### config.mk
export PLATFORM = sky130hd
export DESIGN_NAME = etc_exposure_ctrl
export DESIGN_NICKNAME = d
export VERILOG_FILES = /design/src/verilog/etc_pkg.sv /design/src/verilog/etc_exposure_ctrl.sv /design/src/verilog/etc_delay_line.sv
export VERILOG_INCLUDE_DIRS = /design/src /design/src/verilog
export SDC_FILE = /design/constraint.sdc
export NUM_CORES = 1
export LEC_CHECK = 0
export ABC_AREA = 0
export BUFFER_PORTS_ARGS = -buffer_cell sky130_fd_sc_hd__buf_4
export CELL_PAD_IN_SITES_DETAIL_PLACEMENT = 0
export CELL_PAD_IN_SITES_GLOBAL_PLACEMENT = 2
export CORE_ASPECT_RATIO = 1.75
export CORE_MARGIN = 1
export CORE_UTILIZATION = 39
export DETAILED_ROUTE_END_ITERATION = 6
export GPL_TIMING_DRIVEN = 1
export PLACE_DENSITY_LB_ADDON = 0.1
export SKIP_LAST_GASP = 1
export SYNTH_ARGS = -nofsm -noshare
export SYNTH_HDL_FRONTEND = slang
export SYNTH_HIERARCHICAL = 1
export SYNTH_SLANG_ARGS = --single-unit
### constraint.sdc
create_clock -name mclk -period 10.83 [get_ports mclk]
set_clock_uncertainty 0.1 [all_clocks]
set_input_delay 2.166 -clock mclk [delete_from_list [all_inputs] [get_ports mclk]]
set_output_delay 2.166 -clock mclk [all_outputs]
set_load 0.005 [all_outputs]
### src/verilog/etc_defs.svh
// constants for exposure trigger control
// assumes a 50 MHz mclk
`ifndef ETC_DEFS_SVH
`define ETC_DEFS_SVH
`define ETC_CLK_MHZ        50
`define ETC_TBASE_US       20
`define ETC_TRIG_DLY_US    17
`define ETC_RISE_DLY_US    12
`define ETC_FALL_DLY_US    13
`define ETC_MULT_MIN       12'h001
`define ETC_PERMIT_PORT    2'h1
`define ETC_ACTIVE_PORT    2'h0
`define ETC_TRIG_PORT      2'h0
`endif

### src/verilog/etc_pkg.sv
// types for exposure trigger control
// assumes etc_defs.svh on the include path
`include "etc_defs.svh"
package etc_pkg;
   typedef enum logic [1:0] {
      etc_idle_type_s, etc_delay_s, etc_expose_s
   } etc_state_type;
   typedef struct packed {
      logic        trig_enable;
      logic        falling_edge;
      logic        level_mode;
      logic        continuous;
      logic [1:0]  trig_source;
      logic [1:0]  permit_port;
      logic [1:0]  active_port;
      logic [11:0] multiplier;
      logic [15:0] tbase_cycles;
   } etc_cfg_type;
   typedef struct packed {
      logic [3:0] ports_out;
      logic       capture_permit_out;
      logic       exposure_active_out;
      logic       exposing;
      logic       reading;
   } etc_stat_type;
endpackage

### src/verilog/etc_exposure_ctrl.sv
// exposure timing, trigger qualification and status outputs
// assumes trigger pins synchronous to mclk; readout length given in cycles
`timescale 1ns/1ps
`include "etc_defs.svh"
module etc_exposure_ctrl
   import etc_pkg::*;
#(
   parameter int TRIG_DLY_CYC = `ETC_TRIG_DLY_US * `ETC_CLK_MHZ,
   parameter int RISE_DLY_CYC = `ETC_RISE_DLY_US * `ETC_CLK_MHZ,
   parameter int FALL_DLY_CYC = `ETC_FALL_DLY_US * `ETC_CLK_MHZ
) (
   // clock and reset
   input  wire logic               mclk,
   input  wire logic               rstn,
   // configuration
   input  wire etc_pkg::etc_cfg_type cfg,
   // readout length of the current area of interest, in cycles
   input  wire logic [23:0]        readout_cycles,
   // trigger inputs
   input  wire logic [3:0]         hw_trigger_in,
   // status
   output logic [3:0]              ports_out,
   output logic                    capture_permit_out,
   output logic                    exposure_active_out,
   output logic                    exposing,
   output logic                    reading
);
   import etc_pkg::*;

   // =========================================================
   // state
   typedef struct packed {
      etc_state_type st;
      logic          trig_prev;
      logic [15:0]   tick_cnt;
      logic [11:0]   step_cnt;
      logic [11:0]   mult;
      logic [15:0]   tbase;
      logic [15:0]   dly_cnt;
      logic          min_done;
      logic [23:0]   rd_cnt;
      logic          rd_busy;
      logic          permit;
      logic [3:0]    ports;
      logic          active;
      logic          expo;
   } etc_ctl_state_type;

   etc_ctl_state_type s_q, s_d;
   logic trig_lvl, trig_act, trig_edge, active_dly, exp_end;
   logic [11:0] eff_mult;
   // active output windows, one extra cycle for the output register
   localparam int ACT_RISE_LO = RISE_DLY_CYC;
   localparam int ACT_RISE_HI = RISE_DLY_CYC + 1;
   localparam int ACT_FALL_LO = FALL_DLY_CYC;
   localparam int ACT_FALL_HI = FALL_DLY_CYC + 1;

   // =========================================================
   // trigger source and edge
   assign trig_lvl  = hw_trigger_in[cfg.trig_source];
   assign trig_act  = trig_lvl ^ cfg.falling_edge;
   assign trig_edge = trig_act & ~s_q.trig_prev & cfg.trig_enable;
   // zero multiplier treated as the minimum
   assign eff_mult  = (cfg.multiplier < `ETC_MULT_MIN) ? `ETC_MULT_MIN : cfg.multiplier;

   // =========================================================
   // active output delay
   etc_delay_line #(
      .RISE_CYC (RISE_DLY_CYC),
      .FALL_CYC (FALL_DLY_CYC)
   ) u_active_dly (
      .mclk      (mclk),
      .rstn      (rstn),
      .level_in  (s_q.st == etc_expose_s),
      .level_out (active_dly)
   );

   // =========================================================
   // next state
   always_comb begin
      s_d = s_q;
      exp_end = 1'b0;
      s_d.trig_prev = trig_act;
      s_d.active = active_dly;
      if (s_q.rd_busy) begin
         if (s_q.rd_cnt <= 24'h000001) s_d.rd_busy = 1'b0;
         s_d.rd_cnt = s_q.rd_cnt - 24'h000001;
      end
      unique case (s_q.st)
         etc_idle_type_s: begin
            if (trig_edge && s_q.permit) begin
               s_d.st = etc_delay_s;
               s_d.dly_cnt = 16'h0000;
               s_d.mult = eff_mult;
               s_d.tbase = cfg.tbase_cycles;
            end
         end
         etc_delay_s: begin
            s_d.dly_cnt = s_q.dly_cnt + 16'h0001;
            if (s_q.dly_cnt >= 16'(TRIG_DLY_CYC - 1)) begin
               s_d.st = etc_expose_s;
               s_d.tick_cnt = 16'h0000;
               s_d.step_cnt = 12'h000;
               s_d.min_done = 1'b0;
            end
         end
         etc_expose_s: begin
            if (!s_q.min_done) begin
               s_d.tick_cnt = s_q.tick_cnt + 16'h0001;
               if (s_q.tick_cnt >= s_q.tbase - 16'h0001) begin
                  s_d.tick_cnt = 16'h0000;
                  s_d.step_cnt = s_q.step_cnt + 12'h001;
                  if (s_q.step_cnt >= s_q.mult - 12'h001) s_d.min_done = 1'b1;
               end
            end
            // end in the cycle the last tick completes, so length is exact
            if ((s_q.min_done || s_d.min_done) && !(cfg.level_mode && trig_act)) begin
               exp_end = 1'b1;
               s_d.st = etc_idle_type_s;
               s_d.rd_busy = 1'b1;
               s_d.rd_cnt = readout_cycles;
            end
         end
         default: s_d.st = etc_idle_type_s;
      endcase
      s_d.expo = (s_d.st == etc_expose_s);
      // permit after exposure; a new exposure must last at least as long as the remaining readout
      s_d.permit = cfg.trig_enable && (s_d.st == etc_idle_type_s) &&
                   (!s_d.rd_busy || ({12'h000, eff_mult} * {8'h00, cfg.tbase_cycles} >=
                   {16'h0000, s_d.rd_cnt}));
      s_d.ports = 4'h0;
      s_d.ports[cfg.permit_port] = s_d.permit;
      s_d.ports[cfg.active_port] = s_d.ports[cfg.active_port] | active_dly;
   end

   always_ff @(posedge mclk) begin
      if (!rstn) s_q <= '0;
      else s_q <= s_d;
   end

   assign ports_out           = s_q.ports;
   assign capture_permit_out  = s_q.permit;
   assign exposure_active_out = s_q.active;
   assign exposing            = s_q.expo;
   assign reading             = s_q.rd_busy;

   // =========================================================
   // checks
   int unsigned lat_cnt;
   always_ff @(posedge mclk) begin
      if (!rstn || s_q.st != etc_delay_s) lat_cnt <= 0;
      else lat_cnt <= lat_cnt + 1;
   end
endmodule // etc_exposure_ctrl

### src/verilog/etc_delay_line.sv
// fixed delay of a level signal, separate rise and fall latencies
// assumes one clock, inputs synchronous
`timescale 1ns/1ps
module etc_delay_line #(
   parameter int RISE_CYC = 600,
   parameter int FALL_CYC = 650
) (
   // clock and reset
   input  wire logic mclk,
   input  wire logic rstn,
   // level in and out
   input  wire logic level_in,
   output logic      level_out
);
   typedef struct packed {
      logic        out;
      logic [15:0] cnt;
   } etc_dl_state_type;
   etc_dl_state_type s_q, s_d;
   always_comb begin
      s_d = s_q;
      if (level_in == s_q.out) begin
         s_d.cnt = 16'h0000;
      end else begin
         s_d.cnt = s_q.cnt + 16'h0001;
         if (s_q.out ? (s_q.cnt >= 16'(FALL_CYC - 1)) : (s_q.cnt >= 16'(RISE_CYC - 1))) begin
            s_d.out = level_in;
            s_d.cnt = 16'h0000;
         end
      end
   end
   always_ff @(posedge mclk) begin
      if (!rstn) s_q <= '0;
      else s_q <= s_d;
   end
   assign level_out = s_q.out;
endmodule // etc_delay_line

### Word level (Yosys, flattened, before mapping)

Cells that the tools add are included.

| operators by class | value |
|---|---|
| multipliers | 1 |
| bitwise operators | 8 |
| reduce and logical (&&, ||, !) cells | 22 |
| shift operators | 0 |
| mux-type cells | 31 |
| div/mod/pow operators | 0 |
| equality and inequality tests | 8 |
| add/sub/neg operators | 7 |
| order comparisons | 13 |

Operators with widths:

| operator | count |
|---|---|
| $mux 28 | 3 |
| $mux 25 | 3 |
| $pmux 28 s2 | 1 |
| $add 16x1->16 const B | 3 |
| $ge 16x10->1 const B | 3 |
| $pmux 16 s2 | 1 |
| $ge 28x24->1 | 1 |
| $mul 12x16->28 | 1 |
| $le 24x1->1 const B | 1 |
| $sub 24x1->24 const B | 1 |
| $ge 16x16->1 | 1 |
| $mux 16 | 1 |
| $sub 16x1->16 const B | 1 |
| $add 12x1->12 const B | 1 |
| $ge 12x12->1 | 1 |
| $lt 12x1->1 const B | 1 |
| $mux 12 | 1 |
| $sub 12x1->12 const B | 1 |
| $mux 1 | 11 |
| $lt 2x3->1 const B | 3 |
| $ne 2x2->1 const B | 4 |
| $reduce_and 2->1 | 4 |
| $logic_and 1x1->1 | 7 |
| $mux 2 | 3 |
| other kinds (21) | 32 |

| storage, ports and cells | value |
|---|---|
| latch bits | 0 |
| output and inout port bits | 8 |
| memories | 0 |
| memory bits (writable) | 0 |
| bits in read-only memories | 0 |
| input bits | 68 |
| register bits after elaboration | 125 |

### Depth between registers and ports, before layout

Gate-level depths: netlist of run 1.

| logic depth | value |
|---|---|
| depth after elaboration | 18 |
| mapped depth | 30 |
| depth with buffers taken out | 28 |

### Cells and area by module

The synthesis of run 1 kept the hierarchy.

By module, submodules not included:

| module | sequential area each (um^2) | cells an instance | instances | area an instance (um^2) |
|---|---|---|---|---|
| etc_exposure_ctrl | 2162.1 | 1564 | 1 | 12650.9 |
| etc_delay_line | 340.3 | 74 | 1 | 743.2 |

### Least setup slack after synthesis of run 1

OpenSTA, ideal clock, no wires.

| path | value |
|---|---|
| kind | input to register |
| from | in cfg[21] (netlist bit) |
| to | reg s_q, in the netlist capture_permit_out |
| setup slack | 1.921 ns |
| data arrival time | 8.668 ns |
| required time | 10.589 ns |
| cell stages on the path | 27 |
| path buffers | 2 |
| library setup time | 0.141 ns |
| path through | clkbuf_1 > clkbuf_1 > nand2_1 > fa_1 > fa_1 > fa_1 > inv_1 > fa_1 > inv_1 > fa_1 > inv_1 > ha_1 > nand2_1 > a2111oi_0 > or2_2 > a21oi_1 > o21bai_1 > a21oi_1 > xnor2_1 > ha_1 > a21o_1 > a21o_1 > a221oi_1 > a21oi_1 > a2111o_1 > nor4_2 > a21boi_0 |

| between the ends | value |
|---|---|
| cells in the longest elaborated chain, start to end | 6 |

Ends and longest elaborated chain:

| item | RTL line | source |
|---|---|---|
| from (decl) | etc_exposure_ctrl.sv:16 | `input wire etc_pkg::etc_cfg_type cfg,` |
| $lt 12x1->1 (no line) | - |  |
| $mux 12 (*) | etc_exposure_ctrl.sv:64 | `` assign eff_mult = (cfg.multiplier < `ETC_MULT_MIN) ? `ETC_MULT_MIN : cfg.multiplier; `` |
| $mul 12x16->28 (*) | etc_exposure_ctrl.sv:129 | `(!s_d.rd_busy \|\| ({12'h000, eff_mult} * {8'h00, cfg.tbase_cycles} >=` |
| $ge 28x24->1 (*) | etc_exposure_ctrl.sv:129 |  |
| $logic_or 1x1->1 (*) | etc_exposure_ctrl.sv:129 |  |
| $logic_and 1x1->1 (*) | etc_exposure_ctrl.sv:128 | `s_d.permit = cfg.trig_enable && (s_d.st == etc_idle_type_s) &&` |
| to (signal assigned) | etc_exposure_ctrl.sv:137 | `if (!rstn) s_q <= '0;` |
| to (signal assigned) | etc_exposure_ctrl.sv:138 | `else s_q <= s_d;` |
| to (decl) | etc_exposure_ctrl.sv:49 | `etc_ctl_state_type s_q, s_d;` |

Every way passes the cells marked *; elsewhere a longest branch is shown, timed or not.
A chain may end at the register's enable or synchronous reset.

### Worst setup path in the final report of run 1

| path | value |
|---|---|
| from | in cfg[26] (netlist bit) |
| to | reg s_q, in the netlist ports_out[1] |

| between the ends | value |
|---|---|
| cells in the longest elaborated chain, start to end | 11 |

Ends and longest elaborated chain:

| item | RTL line | source |
|---|---|---|
| $lt 12x1->1 (no line) | - |  |
| $mux 12 (*) | etc_exposure_ctrl.sv:64 |  |
| $mul 12x16->28 (*) | etc_exposure_ctrl.sv:129 |  |
| $ge 28x24->1 (*) | etc_exposure_ctrl.sv:129 |  |
| $logic_or 1x1->1 (*) | etc_exposure_ctrl.sv:129 |  |
| $logic_and 1x1->1 (*) | etc_exposure_ctrl.sv:128 |  |
| $and 4x4->4 (no line) (*) | - |  |
| $bmux 1 s2 | etc_exposure_ctrl.sv:133 | `s_d.ports[cfg.active_port] = s_d.ports[cfg.active_port] \| active_dly;` |
| $mux 1 (not written as such) | etc_exposure_ctrl.sv:133 |  |
| $or 1x1->1 | etc_exposure_ctrl.sv:133 |  |
| $bwmux 4 (*) | etc_exposure_ctrl.sv:133 |  |

Every way passes the cells marked *; elsewhere a longest branch is shown, timed or not. The select of a mux whose other input is x is not followed.

==> impl_metrics.ini, run 1 <==
[worst_hold_path]
min_path_cells = 2
hold_class = register to register

[placed_design]
io_buffers = 74
dp_hpwl_microns = 27740
placed_cell_area_sq_um = 14330
gp_congestion = 0.7989
dp.cells = 2111

[global_route]
grt_pass1_vias = 11300
antenna_found_initial = 0
grt_max_degree = 71
grt_pass1_wl_microns = 57910
grt_usage = 0.2145
globalRouteOverflowTotal = 0

[power_and_ir_drop]
combPwrFrac = 0.722
p_sw_frac = 0.4851
power_frac_seq = 0.127
p_total_w = 0.003713
ir_drop_v = 0.0004818
p_clk_frac = 0.151
powerDensity_nw_per_um2 = 249.2
p_leak_nw = 7.014
p_int_w = 0.001912
switching_power_w = 0.001801

[yosys]
synth_seq_area_share = 0.1868
synth_area_sq_um = 13390
yosys.cell_count.top_type = nand2_1
avgSynthCellArea_sq_um = 8.177
yosys.cell_types.count = 76
yosys_register_bits = 125
yosys_most_used_dff = dfxtp_1
synth_largest_area_cell = fa_1
yosys_warnings = 6
netlist_instances = 1638
synth_area_leaders = fa_1 (21%), dfxtp_1 (19%), ha_1 (12%)
ys_top_cells_by_count = nand2_1 (254), inv_1 (205), fa_1 (140), ha_1 (130), dfxtp_1 (125)
synth_edf_count = 0
synth-async-reset-ratio = 0
synth_top_area_share = 0.2092

[timing]
worst_slew_pin_slew_ps = 932.4
hold_viol = 0
min_period_ps = 9268
hold_slack_ps = 366.8
finalCritPeriodShare = 0.8557
setup_viol = 0
rsz0062_at_grt = no
slew_headroom = 0.3771
fin_setup_tns_ps = 0
final-max-slew-violation-count = 0
clock.fmax_mhz = 107.9

[die]
initial_utilization = 0.3970
rows = 89
die_area_sq_um = 35120
dieWidth_microns = 142.1
ios = 76
die_h_microns = 247.2
core_sq_um = 33740

[job]
maxCapViolCount = 0

[layout]
fin_cells = 2143
drive_above_1_share = 0.08472
diodes = 0
synthToLayoutAreaGrowth_pct = 11.23
n_fill_cell = 3552
final_cell_area_sq_um = 14900
final_nets = 2013

[worst_setup_path]
end_kind = register
cp_max_fo = 18
reg2regPathDepth = 25
cp.required_ps = 11040
start_kind = input pin
path_class = input pin to register
crit_arrival_ps = 9480

[routing]
drtIter0Drc = 310
routed_wirelength_microns = 35080
drc_errors = 0
dr_total_vias = 10850
via_per_inst = 5.063
ant_nets = 0
dr.pass1.iters = 4
wl_per_cell_microns = 16.37

[clocking]
cts_root_buf = clkbuf_16
cts_setup_buffers = 0
cts-htree-levels = 4
insertion_delay_ps = 440
cts_tree = built
cts_hold_buf = 0
cts_resized = 0
clock_path_buffers = 2
cts_sinks = 125
cts_made_buffers = 17
path_clk_slew_ps = 60

[run_status]
status = finished clean
final timing paths:
path	startpoint	endpoint	slack [ps]
min	s_q[64]	s_q[64]	370
min reg2reg	s_q[64]	s_q[64]	370
max	cfg[26]	ports_out[1]	1560
max reg2reg	s_q[51]	ports_out[1]	4940
critical path: stages:
cell and delay, ps:
buf_4 190, nor4_1 300, a31o_2 480, nand2_1 150, fa_1 550, inv_1 50
fa_1 480, fa_1 550, inv_1 60, fa_1 500, inv_1 40, ha_1 360
nand2_1 90, a2111oi_0 740, or2_2 270, a21oi_1 110, o21bai_1 140, a21oi_1 90
xnor2_1 200, ha_1 270, a21o_1 170, a21o_1 170, a221oi_1 230, a21oi_1 100
a2111o_1 410, nor4_2 280, buf_4 200, o21ai_0 100
metal layers:
metal  routed length, microns  track usage  share of wire  vias up
li1                         -            -              -     5381
met1                    13060       0.2215           0.37     5281
met2                    20170       0.4217           0.58      123
met3                      668      0.02421          0.019       64
met4                     1181      0.09930          0.034        0
met5                        0            0              0        -
per-stage QoR:
stage	util	setup WS [ps]
floorplan	-	1921
global placement	0.4247	1077
detailed placement	0.4247	1060
CTS	0.4415	1504
global route	0.4415	1037
finish	0.4415	1562
final cells by class:
type                            instances  area (sq um)  area share
Clock inverter                         15         142.6    0.009574
Clock buffer                           17         425.4     0.02855
Multi-Input combinational cell       1243          9869      0.6625
Tap cell                              455         569.3     0.03821
Inverter                              206         773.2     0.05190
Sequential cell                       125          2502      0.1680
Timing Repair Buffer                   82         615.6     0.04132
power by group through the flow:
| stage | Clock (W) | Combinational, W | Sequential (W) |
|---|---|---|---|
| detailed placement | 0 | 0.00272 | 0.000481 |
| floorplan | 0 | 0.00199 | 0.000480 |
| global route | 0.000596 | 0.00306 | 0.000471 |
| finish | 0.000562 | 0.00268 | 0.000471 |
| global placement | 0 | 0.00268 | 0.000481 |
| CTS | 0.000580 | 0.00274 | 0.000471 |
placed cells by master (no fill, tap or decap), types with 4 or more instances in the layout:
cell type,instances
a211oi_1,8
a21o_1,15
a21oi_1,95
a31oi_1,9
and2_1,86
and3_1,16
buf_4,82
clkbuf_16,17
conb_1,6
dfxtp_1,125
fa_1,140
ha_1,130
inv_1,205
inv_6,7
inv_8,5
mux2i_1,8
nand2_1,254
nand2b_1,6
nand3_1,35
nand4_1,21
nor2_1,110
nor2b_1,8
nor3_1,38
nor4_1,14
o211ai_1,6
o21a_1,6
o21ai_0,50
or2_2,8
or3_1,7
or4_1,4
xnor2_1,65
xor2_1,36
state kept, by name, summed over array words and instances (netlist names):
signal,cells
u_active_dly/level_out,1
exposure_active_out,1
exposing,1
reading,1
u_active_dly/s_q,16
s_q,100
capture_permit_out,1
ports_out,4
cell families after synthesis:
kind of cell | after synthesis | synth area share
AND/OR/NAND/NOR | 631 | 0.2264
buffers and inverters | 275 | 0.07894
adder cells (fa/ha/maj) | 270 | 0.3307
AO/OA/AOI/OAI | 226 | 0.1031
flip-flops | 125 | 0.1868
XOR/XNOR | 101 | 0.06604
multiplexers | 9 | 0.007660
other | 1 | 0.0002800
(Power assumes the default switching activity.)
==> run 2, diff against run 1 <==
--- a/config.mk
+++ b/config.mk
@@ -16,8 +16,8 @@
 export DETAILED_ROUTE_END_ITERATION = 6
 export GPL_TIMING_DRIVEN = 1
 export PLACE_DENSITY_LB_ADDON = 0.1
+export REMOVE_ABC_BUFFERS = 1
 export SKIP_LAST_GASP = 1
 export SYNTH_ARGS = -nofsm -noshare
 export SYNTH_HDL_FRONTEND = slang
-export SYNTH_HIERARCHICAL = 1
 export SYNTH_SLANG_ARGS = --single-unit
==> run 2 against run 1 <==
Compared with the run above: global-route usage down 0.57 points; clock-buffer cell count up 3; synthesized cell count unchanged; critical path type unchanged; worst hold slack better by 10 ps; power up 2.5%; wire length down 2.7%; die area up 1.1%; design area up 1.2%.
==> impl_metrics.ini, run 2 <==
[run_status]
status = finished clean

[clocking]
cts_sinks = 125
cts_resized = 0
cts_hold_buf = 0
cts_tree = built
cts_made_buffers = 17
cts_root_buf = clkbuf_16
cts-htree-levels = 4
cts_setup_buffers = 0
clock_path_buffers = 2
insertion_delay_ps = 440
path_clk_slew_ps = 70

[power_and_ir_drop]
switching_power_w = 0.001810
p_leak_nw = 6.948
ir_drop_v = 0.0002690
p_int_w = 0.001996
powerDensity_nw_per_um2 = 252.4
p_total_w = 0.003806
p_clk_frac = 0.168
combPwrFrac = 0.708
p_sw_frac = 0.4756
power_frac_seq = 0.123

[timing]
hold_viol = 0
fin_setup_tns_ps = 0
worst_slew_pin_slew_ps = 1104
min_period_ps = 9381
finalCritPeriodShare = 0.8662
slew_headroom = 0.2639
clock.fmax_mhz = 106.6
setup_viol = 0
final-max-slew-violation-count = 0
rsz0062_at_grt = no

[yosys]
synth_largest_area_cell = fa_1
netlist_instances = 1638
yosys.cell_types.count = 74
synth_compound_area_frac = 0.1092
synth_edf_count = 0
synth_top_area_share = 0.2070
yosys_warnings = 0
yosys_register_bits = 125
avgSynthCellArea_sq_um = 8.264
synth_fa_ha_area_frac = 0.3272
yosys.area_share.simple = 0.2287
yosys_most_used_dff = dfxtp_1
synthMuxAreaShare = 0.009798
yosys.cell_count.top_type = nand2_1
synth_area_leaders = fa_1 (21%), dfxtp_1 (18%), ha_1 (12%)
synth_seq_area_share = 0.1849
synth-async-reset-ratio = 0
synth_area_sq_um = 13540
synth_top_family_by_area = adder cells
ys_top_cells_by_count = nand2_1 (243), inv_1 (203), fa_1 (140), ha_1 (130), dfxtp_1 (125)
synthXorXnorAreaFrac = 0.06211

[global_route]
grt_max_degree = 55
globalRouteOverflowTotal = 0
grt_usage = 0.2088
grt_pass1_wl_microns = 57660
antenna_found_initial = 1
grt_pass1_vias = 11500

[routing]
dr_total_vias = 10810
routed_wirelength_microns = 34120
dr.pass1.iters = 6
via_per_inst = 5.058
drtIter0Drc = 311
wl_per_cell_microns = 15.97
ant_nets = 0
drc_errors = 0

[worst_setup_path]
path_class = input pin to register
crit_arrival_ps = 9640
crit_path_top_delay_cell = fa_1
reg2regPathDepth = 23
crit_path_max_incr_delay_ps = 530
path_common_cell = fa_1
cp_max_fo = 18
start_kind = input pin
end_kind = register
cp.required_ps = 11090

[layout]
drive_above_1_share = 0.08264
final_common_cell = nand2_1
mostFrequentLayoutCells = nand2_1 (243), inv_1 (203), fa_1 (140)
largest_register_ffs = 100
fin_cells = 2137
diodes = 0
synthToLayoutAreaGrowth_pct = 11.40
largest-register = s_q
final_cell_area_sq_um = 15080
final_nets = 2007

[worst_hold_path]
hold_class = register to register
min_path_cells = 2

[die]
rows = 89
die_area_sq_um = 35490
initial_utilization = 0.3986
die_h_microns = 248.5
ios = 76
dieWidth_microns = 142.8
core_sq_um = 33960

[placed_design]
placed_cell_area_sq_um = 14440
gp_congestion = 0.7583
io_buffers = 74
dp_hpwl_microns = 27380
dp.cells = 2105

[job]
maxCapViolCount = 0
==> run 2: per-layer routing <==
layer / vias to the layer above / GRT usage / part of all wire
li1: 5361 / - / -
met1: 5258 / 0.2175 / 0.38
met2: 141 / 0.4144 / 0.58
met3: 48 / 0.03043 / 0.021
met4: 0 / 0.06575 / 0.019
met5: - / 0 / 0
==> run 2: area by class of cell <==
cell class | count | area [sq um]
clock buffer | 20 | 456.7
clock inverter | 12 | 183.9
fill | 3492 | 18880
inverter | 203 | 762.0
multi-input combinational | 1243 | 10010
sequential | 125 | 2502
tap | 455 | 569.3
timing repair buffer | 79 | 593.1
==> run 2: final timing paths <==
check	startpoint	to	slack (ps)
setup / recovery	cfg[25]	ports_out[0]	1450
hold / removal	s_q[64]	s_q[64]	380
setup reg to reg	s_q[51]	ports_out[3]	4440
hold reg to reg	s_q[64]	s_q[64]	380
==> run 2: metrics by stage <==
step                utilization  setup slack [ps]  hold slack, ps
floorplan                     -              2298           337.8
global placement         0.4251             915.3           361.2
detailed placement       0.4251             927.8           367.8
CTS                      0.4440              1378           381.2
global route             0.4440             756.3           411.8
finish                   0.4440              1449           377.1
==> run 2: kinds of logic after synthesis <==
| family | after synthesis |
|---|---|
| other | 1 |
| xor gates and xnor gates | 96 |
| DFF | 125 |
| and+or+nand+nor | 624 |
| muxes | 12 |
| buffers and inverters | 275 |
| adders and majority gates | 270 |
| AOI/OAI and AO/OA | 235 |
==> run 2: power by group through the flow <==
stage | clock network, W | logic, W | registers, W
4_1_cts | 0.000658 | 0.00273 | 0.000470
6_report | 0.000640 | 0.00270 | 0.000470
5_1_grt | 0.000677 | 0.00315 | 0.000470
3_5_place_dp | 0 | 0.00271 | 0.000480
2_1_floorplan | 0 | 0.00201 | 0.000479
3_3_place_gp | 0 | 0.00269 | 0.000480
==> run 2: worst max-delay path: cells and delay by family <==
| family | cells | cell delay (ps) |
|---|---|---|
| AO/OA/AOI/OAI | 12 | 2680 |
| XOR/XNOR | 1 | 290 |
| adder cells (fa/ha/maj) | 6 | 2550 |
| buffers and inverters | 5 | 570 |
| AND/OR/NAND/NOR | 6 | 1360 |
==> run 3, diff against run 2 <==
--- a/config.mk
+++ b/config.mk
@@ -11,7 +11,7 @@
 export CELL_PAD_IN_SITES_DETAIL_PLACEMENT = 0
 export CELL_PAD_IN_SITES_GLOBAL_PLACEMENT = 2
 export CORE_ASPECT_RATIO = 1.75
-export CORE_MARGIN = 1
+export CORE_MARGIN = 2
 export CORE_UTILIZATION = 39
 export DETAILED_ROUTE_END_ITERATION = 6
 export GPL_TIMING_DRIVEN = 1
==> run 3 against run 2 <==
Compared with the run above: non-clock buffer count is 1 higher; clock power is 14% lower; worst setup slack worse by 180 ps; global-route usage is 0.42 points lower; sequential power hardly changed; cell count is 0.23% higher; first-iteration DRC count is 7.1% lower; critical path type unchanged; largest power group unchanged.
==> impl_metrics.ini, run 3 (synthesis gave the netlist of run 2 again) <==
[run_status]
status = finished clean

[clocking]
cts_tree = built
cts_resized = 0
cts-htree-levels = 4
cts_hold_buf = 0
path_clk_slew_ps = 60
clock_path_buffers = 2
cts_sinks = 125
insertion_delay_ps = 440
cts_root_buf = clkbuf_16
cts_made_buffers = 17
cts_setup_buffers = 0

[routing]
wl_per_cell_microns = 15.98
via_per_inst = 5.050
ant_nets = 0
routed_wirelength_microns = 34220
dr.pass1.iters = 4
drc_errors = 0
drtIter0Drc = 289
dr_total_vias = 10820

[layout]
drive_above_1_share = 0.08264
mostFrequentLayoutCells = nand2_1 (243), inv_1 (203), fa_1 (140)
final_cell_area_sq_um = 15000
largest-register = s_q
diodes = 0
synthToLayoutAreaGrowth_pct = 10.81
largest_register_ffs = 100
final_nets = 2008
final_common_cell = nand2_1

[global_route]
grt_max_degree = 69
antenna_found_initial = 1
grt_usage = 0.2047
globalRouteOverflowTotal = 0
grt_pass1_wl_microns = 58580
grt_pass1_vias = 11530

[timing]
worst_slew_pin_slew_ps = 1181
fin_setup_tns_ps = 0
hold_viol = 0
min_period_ps = 9565
finalCritPeriodShare = 0.8832
clock.fmax_mhz = 104.5
rsz0062_at_grt = no
final-max-slew-violation-count = 0
slew_headroom = 0.2130
setup_viol = 0

[worst_setup_path]
cp_num_buf_inv = 4
cp.required_ps = 11080
crit_arrival_ps = 9810
end_kind = register
crit_path_max_incr_delay_ps = 560
cp_max_fo = 18
crit_family = compound AO/OA/AOI/OAI gates
path_class = input pin to register
start_kind = input pin
r2r_setup_slack_ps = 4600
path_common_cell = fa_1
crit_path_top_delay_cell = fa_1

[die]
die_h_microns = 250.5
ios = 76
die_area_sq_um = 36280
rows = 90
dieWidth_microns = 144.8
core_sq_um = 34350
initial_utilization = 0.3941

[power_and_ir_drop]
ir_drop_v = 0.0002655
switching_power_w = 0.001779
p_sw_frac = 0.4824
powerDensity_nw_per_um2 = 245.9
p_leak_nw = 6.912
power_frac_seq = 0.127
combPwrFrac = 0.724
p_clk_frac = 0.149
p_int_w = 0.001909

[job]
maxCapViolCount = 0

[placed_design]
io_buffers = 74
gp_congestion = 0.7746
placed_cell_area_sq_um = 14450
dp_hpwl_microns = 27430

[worst_hold_path]
hold_class = register to register
## run 3: worst paths after layout
kind / cells after the start / start / end
max: 29 / cfg[27] / ports_out[0]
min: 2 / s_q[76] / s_q[76]
max reg2reg: 24 / s_q[51] / ports_out[2]
min reg2reg: 2 / s_q[76] / s_q[76]
## run 3: power by group through the flow
stage | Sequential, W | Combinational, W | Clock [W]
global placement | 0.000480 | 0.00269 | 0
CTS | 0.000470 | 0.00273 | 0.000571
global route | 0.000471 | 0.00314 | 0.000590
floorplan | 0.000479 | 0.00201 | 0
finish | 0.000470 | 0.00267 | 0.000549
detailed placement | 0.000480 | 0.00271 | 0
## run 3: through the flow
step	worst slack [ps]	utilization	hold WS [ps]	power [W]	instances
6_report	1265	0.4367	377.3	0.003688	2142
5_1_grt	798.0	0.4367	408.8	0.004205	2142
4_1_cts	1145	0.4367	384.8	0.003772	2142
3_5_place_dp	694.3	0.4208	373.3	0.003185	2111
3_3_place_gp	757.2	0.4208	360.3	0.003167	2111
2_1_floorplan	2298	-	337.8	0.002489	1571
## run 3: metal layers
| layer | GRT usage | wire [microns] |
|---|---|---|
| met4 | 0.05742 | 681 |
| met5 | 0 | 17 |
| met1 | 0.2279 | 13240 |
| met3 | 0.02810 | 674 |
| met2 | 0.3942 | 19610 |
## run 3: layout make-up
cell class	count	area (sq um)
fillers	3536	19350
multi-input cells	1243	10010
flip-flops and latches	125	2502
inverters	203	762.0
repair buffers	80	600.6
well taps	460	575.6
clock buffers	18	429.2
clock inverters	13	117.6
## run 3: tightest hold or removal path, cell delays in order, from the launching register on
cell and delay, ps:
dfxtp_1 310, nand2_1 50, a21boi_0 60
